--- config.mk ---
export PLATFORM = sky130hd
export DESIGN_NAME = tppwm_stage
export DESIGN_NICKNAME = d
export VERILOG_FILES = /design/src/pkg/tppwm_pkg.sv /design/src/hw/tppwm_chop.sv /design/src/hw/tppwm_stage.sv
export SDC_FILE = /design/constraint.sdc
export NUM_CORES = 2
export LEC_CHECK = 0
export BUFFER_PORTS_ARGS = -buffer_cell sky130_fd_sc_hd__buf_2
export CORE_MARGIN = 4
export CORE_UTILIZATION = 40
export DETAILED_ROUTE_END_ITERATION = 8
export PLACE_DENSITY_LB_ADDON = 0.05
export SYNTH_ARGS = -nofsm -noshare
export SYNTH_HDL_FRONTEND = slang
export SYNTH_SLANG_ARGS = --single-unit
export TNS_END_PERCENT = 50
--- constraint.sdc ---
create_clock -name clk -period 11.4 [get_ports clk]
set_input_delay 1.14 -clock clk [delete_from_list [all_inputs] [get_ports clk]]
set_output_delay 1.14 -clock clk [all_outputs]
set_load 0.03 [all_outputs]
--- src/pkg/tppwm_pkg.sv ---
// package for the three-phase pwm output stage: register map, field layout,
// reset values, bus carriers and the block's state record.
// assumes one core clock domain and a 32-bit apb register bus.
package tppwm_pkg;

  // ***************************************************************
  // register byte offsets
  // ***************************************************************
  localparam logic [11:0] OFF_PERIOD  = 12'h000; // period_value
  localparam logic [11:0] OFF_DEAD    = 12'h004; // dead_time_value
  localparam logic [11:0] OFF_DUTY0   = 12'h008; // phase0_duty
  localparam logic [11:0] OFF_DUTY1   = 12'h00C; // phase1_duty
  localparam logic [11:0] OFF_DUTY2   = 12'h010; // phase2_duty
  localparam logic [11:0] OFF_OUTCTRL = 12'h014; // output_crossover_disable_ctrl
  localparam logic [11:0] OFF_CHOPCFG = 12'h018; // gate_drive_chop_cfg
  localparam logic [11:0] OFF_STATUS  = 12'h01C; // pwm_half_status
  localparam logic [11:0] OFF_MODE    = 12'h020; // update mode select

  // ***************************************************************
  // field positions
  // ***************************************************************
  localparam int XOVER_P0_BIT  = 8;  // crossover phase 0, phase p at 8-p
  localparam int CHOP_HI_BIT   = 8;  // chop all high sides
  localparam int CHOP_LO_BIT   = 9;  // chop all low sides
  localparam int CHOP_DIV_LSB  = 0;  // chop_divider, 8 bits
  localparam int MODE_DBL_BIT  = 0;  // 1 = double update
  localparam int STAT_HALF_BIT = 0;  // 1 = second half of period
  localparam int STAT_RUN_BIT  = 1;  // main timer counting
  localparam int STAT_ACT_BIT  = 2;  // outputs live

  // ***************************************************************
  // reset values and counts
  // ***************************************************************
  localparam logic [8:0]  OUTCTRL_RST = 9'h000;  // no crossover, all enabled
  localparam logic [15:0] CHOPCFG_RST = 16'h0000;
  localparam logic [16:0] HALF_MIN    = 17'h00002; // shortest half, keeps sync a pulse

  // ***************************************************************
  // carriers and state
  // ***************************************************************
  typedef struct packed {
    logic [11:0] paddr;
    logic        pwrite;
    logic [31:0] pwdata;
    logic        psel;
    logic        penable;
  } tppwm_apb_req_t;

  typedef struct packed {
    logic [31:0] prdata;
    logic        pready;
    logic        pslverr;
  } tppwm_apb_rsp_t;

  typedef struct packed {
    logic [15:0]      period;    // written period value
    logic [15:0]      dead;      // written dead time
    logic [2:0][15:0] duty;      // written duties
    logic [8:0]       outctrl;   // written output control
    logic [15:0]      chop;      // gate drive config
    logic             dbl;       // double update mode
    logic [3:0]       written;   // period, duty0..2 seen once
    logic [15:0]      s_period;  // values in force this half
    logic [15:0]      s_dead;
    logic [2:0][15:0] s_duty;
    logic [8:0]       s_outctrl;
    logic             run;       // main timer started
    logic             started;   // first sync issued
    logic [16:0]      start_cnt; // cycles to first sync
    logic             half;      // second half flag
    logic [16:0]      cnt;       // position in half
    logic             sync;      // cycle_sync_pulse
    logic [5:0]       pins;      // registered gate outputs
    logic [31:0]      prdata;    // read data latched at setup
    logic             err;       // setup address unmapped
  } tppwm_state_t;

  localparam tppwm_state_t STATE_RST = '0;

endpackage

--- src/hw/tppwm_chop.sv ---
// chopping carrier for the gate drive unit.
// assumes the divider is stable between changes; a change takes
// effect at once, on the carrier level in progress.
`timescale 1ns/1ps
module tppwm_chop (
  input  wire logic       clk,
  input  wire logic       reset,
  input  wire logic       ce,
  input  wire logic [7:0] div,
  output logic            carrier
);
  import tppwm_pkg::*;

  // ***************************************************************
  // state
  // ***************************************************************
  typedef struct packed {
    logic [8:0] cnt;   // cycles in current carrier half
    logic       level; // carrier level
  } tppwm_chop_t;

  tppwm_chop_t q;  // registered state
  tppwm_chop_t d;  // next state

  // each level lasts 2*(div+1) cycles, giving a 50 percent carrier
  always_comb begin
    d = q;
    // last cycle of this level flips the carrier
    if (q.cnt >= {div, 1'b1}) begin
      d.cnt   = 9'h000;
      d.level = !q.level;
    end else begin
      d.cnt = q.cnt + 9'h001;
    end
  end

  // register, frozen while ce is low
  always_ff @(posedge clk) begin
    if (reset) begin
      q <= '0;
    end else if (ce) begin
      q <= d;
    end
  end

  assign carrier = q.level;
endmodule

--- src/hw/tppwm_stage.sv ---
// three-phase centre-aligned pwm output stage with apb registers.
// assumes one core clock; gate driver inputs are plain active-high outputs.
`timescale 1ns/1ps
module tppwm_stage (
  input  wire logic                      clk,
  input  wire logic                      reset,
  input  wire logic                      ce,
  input  wire tppwm_pkg::tppwm_apb_req_t apb_req,
  output tppwm_pkg::tppwm_apb_rsp_t      apb_rsp,
  output logic                           cycle_sync_pulse,
  output logic                           phase0_high_pin,
  output logic                           phase0_low_pin,
  output logic                           phase1_high_pin,
  output logic                           phase1_low_pin,
  output logic                           phase2_high_pin,
  output logic                           phase2_low_pin
);
  import tppwm_pkg::*;

  // ***************************************************************
  // helpers
  // ***************************************************************

  // on time within one half: hl/2 +/- duty - dead, clamped to [0, hl]
  // a dead time of at least half the half plus the side's signed duty simply holds that side off
  function automatic logic [16:0] on_time(input logic [16:0] hl,
                                          input logic [15:0] duty,
                                          input logic [15:0] dead,
                                          input logic        low_side);
    logic signed [19:0] dx;
    logic signed [19:0] v;
    dx = $signed({{4{duty[15]}}, duty});
    if (low_side) begin
      dx = -dx;
    end
    // dead time eats into both edges equally, pattern stays centred
    v = $signed({4'h0, hl[16:1]}) + dx - $signed({4'h0, dead});
    if (v < 20'sh00000) begin
      on_time = 17'h00000;
    end else if (v > $signed({3'b000, hl})) begin
      on_time = hl;
    end else begin
      on_time = v[16:0];
    end
  endfunction

  // ***************************************************************
  // state and combinational terms
  // ***************************************************************
  tppwm_state_t q;          // registered state
  tppwm_state_t d;          // next state
  logic         carrier;    // chop carrier
  logic [16:0]  hl;         // length of current half in cycles
  logic         active;     // outputs may switch
  logic         setup;      // apb setup cycle
  logic         access;     // apb access cycle
  logic         wr;         // write takes effect now
  logic         reload;     // sync edge: latch shadows
  logic [2:0]   tim_h;      // timing unit high sides
  logic [2:0]   tim_l;      // timing unit low sides
  logic [5:0]   pv;         // pin vector, bit k disabled by outctrl[k]
  logic [16:0]  on_h [3];   // high on time per half
  logic [16:0]  on_l [3];   // low on time per half

  // ***************************************************************
  // chop carrier
  // ***************************************************************
  tppwm_chop u_chop (
    .clk     (clk),
    .reset   (reset),
    .ce      (ce),
    .div     (q.chop[CHOP_DIV_LSB +: 8]),
    .carrier (carrier)
  );

  // ***************************************************************
  // next state
  // ***************************************************************
  always_comb begin
    d      = q;
    reload = 1'b0;
    setup  = apb_req.psel && !apb_req.penable;
    access = apb_req.psel && apb_req.penable;
    wr     = access && apb_req.pwrite && !q.err;
    active = q.started && (&q.written);

    // half length; double update gives each half its own full value
    if (q.dbl) begin
      hl = {1'b0, q.s_period};
    end else begin
      hl = {2'b00, q.s_period[15:1]};
    end
    // a one-cycle half would merge sync pulses in double update
    if (hl < HALF_MIN) begin
      hl = HALF_MIN;
    end

    // ---- main timer: start-up delay, then halves ----
    // the start delay only runs once, from the first period write
    d.sync = 1'b0;
    if (q.run && !q.started) begin
      if (q.start_cnt <= 17'h00001) begin
        d.started = 1'b1;
        d.sync    = 1'b1;
        d.half    = 1'b0;
        d.cnt     = 17'h00000;
        reload    = 1'b1;
      end else begin
        d.start_cnt = q.start_cnt - 17'h00001;
      end
    end else if (q.started) begin
      if (q.cnt >= hl - 17'h00001) begin
        d.cnt  = 17'h00000;
        d.half = !q.half;
        // midpoint sync only in double update
        if (q.half || q.dbl) begin
          d.sync = 1'b1;
          reload = 1'b1;
        end
      end else begin
        d.cnt = q.cnt + 17'h00001;
      end
    end

    // ---- latch values in force on the sync edge ----
    // shadows keep each half self-consistent while software rewrites
    if (reload) begin
      d.s_period  = q.period;
      d.s_dead    = q.dead;
      d.s_duty    = q.duty;
      d.s_outctrl = q.outctrl;
    end

    // ---- timing unit, same rules for every phase ----
    for (int p = 0; p < 3; p++) begin
      on_h[p] = on_time(hl, q.s_duty[p], q.s_dead, 1'b0);
      on_l[p] = on_time(hl, q.s_duty[p], q.s_dead, 1'b1);
      // first half switches on late, second half switches off early
      tim_h[p] = q.half ? (q.cnt < on_h[p]) : (q.cnt >= hl - on_h[p]);
      tim_l[p] = q.half ? (q.cnt < on_l[p]) : (q.cnt >= hl - on_l[p]);
    end

    // ---- output control: crossover, chop, then disable ----
    for (int p = 0; p < 3; p++) begin
      // crossover bit for phase p sits at 8-p
      if (q.s_outctrl[XOVER_P0_BIT - p]) begin
        pv[4 - 2 * p] = tim_l[p];
        pv[5 - 2 * p] = tim_h[p];
      end else begin
        pv[4 - 2 * p] = tim_h[p];
        pv[5 - 2 * p] = tim_l[p];
      end
      // carrier gates only the on time, off stays low
      pv[4 - 2 * p] = pv[4 - 2 * p] && (carrier || !q.chop[CHOP_HI_BIT]);
      pv[5 - 2 * p] = pv[5 - 2 * p] && (carrier || !q.chop[CHOP_LO_BIT]);
    end
    // pins are registered: one cycle of delay buys glitch-free gate drive
    // disable acts on the physical pin, after swapping
    d.pins = pv & ~q.s_outctrl[5:0] & {6{active}};

    // ---- apb: decode and read at setup ----
    // read data is latched a cycle early so prdata comes from a flop
    if (setup) begin
      d.err    = 1'b0;
      d.prdata = 32'h00000000;
      unique case (apb_req.paddr)
        OFF_PERIOD:  d.prdata[15:0] = q.period;
        OFF_DEAD:    d.prdata[15:0] = q.dead;
        OFF_DUTY0:   d.prdata[15:0] = q.duty[0];
        OFF_DUTY1:   d.prdata[15:0] = q.duty[1];
        OFF_DUTY2:   d.prdata[15:0] = q.duty[2];
        OFF_OUTCTRL: d.prdata[8:0]  = q.outctrl;
        OFF_CHOPCFG: d.prdata[15:0] = q.chop;
        OFF_MODE:    d.prdata[MODE_DBL_BIT] = q.dbl;
        OFF_STATUS: begin
          d.prdata[STAT_HALF_BIT] = q.half;
          d.prdata[STAT_RUN_BIT]  = q.run;
          d.prdata[STAT_ACT_BIT]  = active;
        end
        default:     d.err = 1'b1; // unmapped: slave error
      endcase
    end

    // ---- apb: writes land at the access edge ----
    // duty, dead and period reach the halves only through the shadows; the first period write sets the start delay directly
    if (wr) begin
      unique case (apb_req.paddr)
        OFF_PERIOD: begin
          d.period     = apb_req.pwdata[15:0];
          d.written[0] = 1'b1;
          // only the first write starts the timer
          if (!q.run) begin
            d.run = 1'b1;
            if (q.dbl) begin
              d.start_cnt = {1'b0, apb_req.pwdata[15:0]};
            end else begin
              d.start_cnt = {1'b0, apb_req.pwdata[15:0]} + {2'b00, apb_req.pwdata[15:1]};
            end
          end
        end
        OFF_DEAD:    d.dead = apb_req.pwdata[15:0];
        OFF_DUTY0: begin
          d.duty[0]    = apb_req.pwdata[15:0];
          d.written[1] = 1'b1;
        end
        OFF_DUTY1: begin
          d.duty[1]    = apb_req.pwdata[15:0];
          d.written[2] = 1'b1;
        end
        OFF_DUTY2: begin
          d.duty[2]    = apb_req.pwdata[15:0];
          d.written[3] = 1'b1;
        end
        OFF_OUTCTRL: d.outctrl = apb_req.pwdata[8:0];
        OFF_CHOPCFG: d.chop = apb_req.pwdata[15:0];
        OFF_MODE:    d.dbl = apb_req.pwdata[MODE_DBL_BIT];
        default:     d.err = q.err; // status is read only
      endcase
    end
  end

  // ***************************************************************
  // state register
  // ***************************************************************
  // reset clears crossover and disable controls with everything else
  // ce low holds every field, so the timer and carrier simply pause
  always_ff @(posedge clk) begin
    if (reset) begin
      q <= STATE_RST;
    end else if (ce) begin
      q <= d;
    end
  end

  // ***************************************************************
  // outputs
  // ***************************************************************
  // pready is combinational so the access phase lasts one cycle while ce is high
  // pslverr rides on pready; its flag was latched in the setup cycle
  assign apb_rsp.prdata   = q.prdata;
  assign apb_rsp.pready   = access && ce;
  assign apb_rsp.pslverr  = access && ce && q.err;
  assign cycle_sync_pulse = q.sync;
  assign phase0_high_pin  = q.pins[4];
  assign phase0_low_pin   = q.pins[5];
  assign phase1_high_pin  = q.pins[2];
  assign phase1_low_pin   = q.pins[3];
  assign phase2_high_pin  = q.pins[0];
  assign phase2_low_pin   = q.pins[1];
endmodule

==> flow_summary_export.csv <==
group,metric,value,unit
synth,yosysSeqAreaShare,16.6,%
detailed_routing,drt_iter0_markers,2261,
setup_path,endpoint_kind,"flip-flop",
placed_design,place_ws,585,ps
setup_path,cp.arrival,10980,ps
timing,min_period_over_period,92.1,%
clock_network,cts_tree,"yes",
setup_path,cpLargestDelayFamily,"compound AO/OA/AOI/OAI gates",
timing,fin_ws,901,ps
synth,synth.distinct_cells,94,
synth,yosysTopAreaCellShare,21.1,%
worst_hold_path,worstHoldPathType,"flip-flop to flip-flop",
setup_path,cpPeakStageDelay,520,ps
detailed_routing,first_pass_iters,6,
detailed_routing,ant_nets,0,
floorplanning,start_util,40.3,%
timing,slew_headroom,25.4,%
cells_and_area,nFillCells,8267,
timing,slew_viol_final,0,
clock_network,clock_latency,560,ps
synth,synth-xor-area-share,5.64,%
cells_and_area,synthToLayoutAreaGrowth,9.19,%
power_and_ir_drop,p_leak,15.1,nW
synth,synth_seq_cells,269,
grt,grt_pass1_wl,174,mm
floorplanning,num_rows,104,
clock_network,cts_sinks,269,
synth,syn_avg_cell_area,7.91,µm²
setup_path,critPathMaxFanout,14,
synth,synth_compound_area_share,20.7,%
synth,synth_async_sr_flop_share,0,%
timing,rsz0062_at_grt,"no",
clock_network,h-tree-depth,2,
synth,synth_edf_count,0,
detailed_routing,wl,117,mm
synth,yosysTopAreaCell,"ha_1",
status,status,"completed",
timing,hold_ws,462,ps
cells_and_area,multi_input_area,0.0254,mm²
clock_network,hold_buffers,0,
timing,setup_viol,0,
job,max-cap-violations,0,
setup_path,cpMaxStageDelayCell,"or4_1",
floorplanning,io_pins,91,
grt,grt_pass1_vias,27100,
synth,synthSimpleGateAreaFrac,20.0,%
clock_network,numCtsBuffers,35,
timing,hold_viol,0,
setup_path,worstSetupPathType,"flip-flop to flip-flop",
floorplanning,core-area,0.0805,mm²
clock_network,clockBufferDepth,3,
cells_and_area,final_nets,4837,
synth,synth_top_family_by_area,"adder cells",
timing,skew,25.9,ps
grt,grt_overflow_total,0,
setup_path,crit_top_cell,"a21oi_1",
placed_design,dpl.hpwl,91.1,mm
cells_and_area,seq_area,0.00539,mm²
cells_and_area,n_antenna_cell,0,
synth,syn_area,0.0325,mm²
setup_path,start_kind,"flip-flop",
placed_design,place.gp.congestion,0.897,
timing,finalCriticalPeriod,10500,ps
detailed_routing,drc,0,
cells_and_area,stdcell_count,5226,
detailed_routing,via_count,28900,
synth,ys_dominant_reg_cell,"dfxtp_1",
floorplanning,dieArea,0.0858,mm²
setup_path,critical_path_required,11880,ps
power_and_ir_drop,irDropWorstVdd,0.0000827,V
synth,synthCells,4105,
synth,yosys.area_share.adder,27.1,%
synth,muxShareOfSynthArea,3.81,%
floorplanning,fp.dieW,293,µm
synth,yosysWarnings,0,
power_and_ir_drop,p_per_area,62.5,mW/mm²
detailed_routing,via_per_inst,5.53,
grt,antenna_found_initial,0,
clock_network,cts_root_buffer,"clkbuf_16",
grt,track_usage,26.5,%
timing,fmax,95.2,MHz
detailed_routing,routedWlPerCell,22.4,µm
floorplanning,die_h,293,µm
synth,synth_area_leaders,"ha_1 (21%), dfxtp_1 (17%), fa_1 (6.0%)",
timing,final.setup.tns,0,ps
clock_network,path_clk_slew,60,ps
grt,grt_max_degree,245,
timing,worst_pin_slew,1100,ps
placed_design,numPortBuffers,58,
placed_design,dp_cells,5164,
setup_path,cp_num_buf_inv,3,
cells_and_area,drive_above_1_share,6.63,%
tightest hold or removal path: stages, from the launching register on:
cell and delay, ps:
dfxtp_1 310, nand2_1 50, a21oi_1 50
worst paths after layout:
path,slack (ps),end,startpoint,cells after the start
min reg2reg,460,q[181]$_SDFFE_PP0P_,q[181]$_SDFFE_PP0P_,2
max,900,phase0_high_pin$_SDFFE_PP0P_,q[163]$_SDFFE_PP0P_,46
max reg2reg,900,phase0_high_pin$_SDFFE_PP0P_,q[163]$_SDFFE_PP0P_,46
min,460,q[181]$_SDFFE_PP0P_,q[181]$_SDFFE_PP0P_,2
cell usage in the layout (no fill, tap or decap), types with 89 or more instances in the layout:
master / netlist / final
a21o_1: 103 / 103
nor2_1: 240 / 239
inv_1: 309 / 309
a21oi_1: 348 / 347
nand2b_1: 216 / 216
dfxtp_1: 269 / 267
fa_1: 97 / 97
buf_4: 42 / 89
o211ai_1: 89 / 89
mux2i_1: 110 / 101
ha_1: 548 / 548
xnor2_1: 131 / 131
o21ai_0: 152 / 152
nand2_1: 493 / 493
where the power goes:
| group | leakage (nW) | switching (mW) | internal (mW) |
|---|---|---|---|
| clock network | 0.571 | 0.463 | 0.678 |
| logic | 12.4 | 0.0838 | 0.0455 |
| registers | 2.17 | 0.00291 | 0.943 |
| total | 15.1 | 0.550 | 1.67 |
cell usage after synthesis (10+ instances only):
master     number
ha_1          548
nand2_1       493
a21oi_1       348
inv_1         309
dfxtp_1       269
nor2_1        240
nand2b_1      216
o21ai_0       152
xnor2_1       131
clkbuf_1      113
mux2i_1       110
a21o_1        103
fa_1           97
nor3_1         90
o211ai_1       89
nand3_1        86
xor2_1         78
nand4_1        59
nor2b_1        48
buf_4          42
o21a_1         39
o21bai_1       32
a22oi_1        30
a31oi_1        30
and3_1         28
and2_1         26
a211oi_1       21
a222oi_1       21
nor4_1         15
a41o_1         12
o41ai_1        12
or2_2          12
a2111oi_0      11
a21boi_0       11
a211o_1        10
state kept, by name, summed over array words and instances, names as in the netlist:
name              count
phase2_low_pin        1
phase0_high_pin       1
phase1_low_pin        1
phase2_high_pin       1
u_chop.carrier        1
u_chop.q              9
phase1_high_pin       1
q                   236
apb_rsp              16
phase0_low_pin        1
cycle_sync_pulse      1
metrics by stage:
stage | power (mW) | area [µm²] | utilization [%]
2_1_floorplan | 1.06 | 32500 | -
3_3_place_gp | 1.10 | 34200 | 42.5
3_5_place_dp | 1.10 | 34200 | 42.5
4_1_cts | 2.24 | 35400 | 44.0
5_1_grt | 2.28 | 35500 | 44.0
6_report | 2.22 | 35500 | 44.0
cell type report:
cell class	count	share of cell area (%)
clock buffers	49	2.88
flip-flops and latches	269	15.2
clock inverters	12	0.466
inverters	313	3.31
well taps	1060	3.74
repair buffers	149	2.86
multi-input cells	3374	71.5
metal layers:
layer	part of all wire, %	track usage [%]
met5	0	0
met4	3.5	8.39
met3	4.6	2.09
met2	44	41.5
met1	48	38.6
timing repair:
| action | in CTS | in global routing |
|---|---|---|
| hold endpoints to repair | 0 | 0 |
| setup buffers | 0 | 1 |
| setup endpoints to repair | 0 | 6 |
| gates resized for setup | 0 | 2 |
kinds of logic after synthesis:
group                      Yosys count
AOI/OAI and AO/OA                 1023
xor gates and xnor gates           209
adders and majority gates          645
buffers and inverters              482
DFF                                269
muxes                              120
other                                2
and+or+nand+nor                   1355
Note: power is estimated with default switching activity, not from simulation.
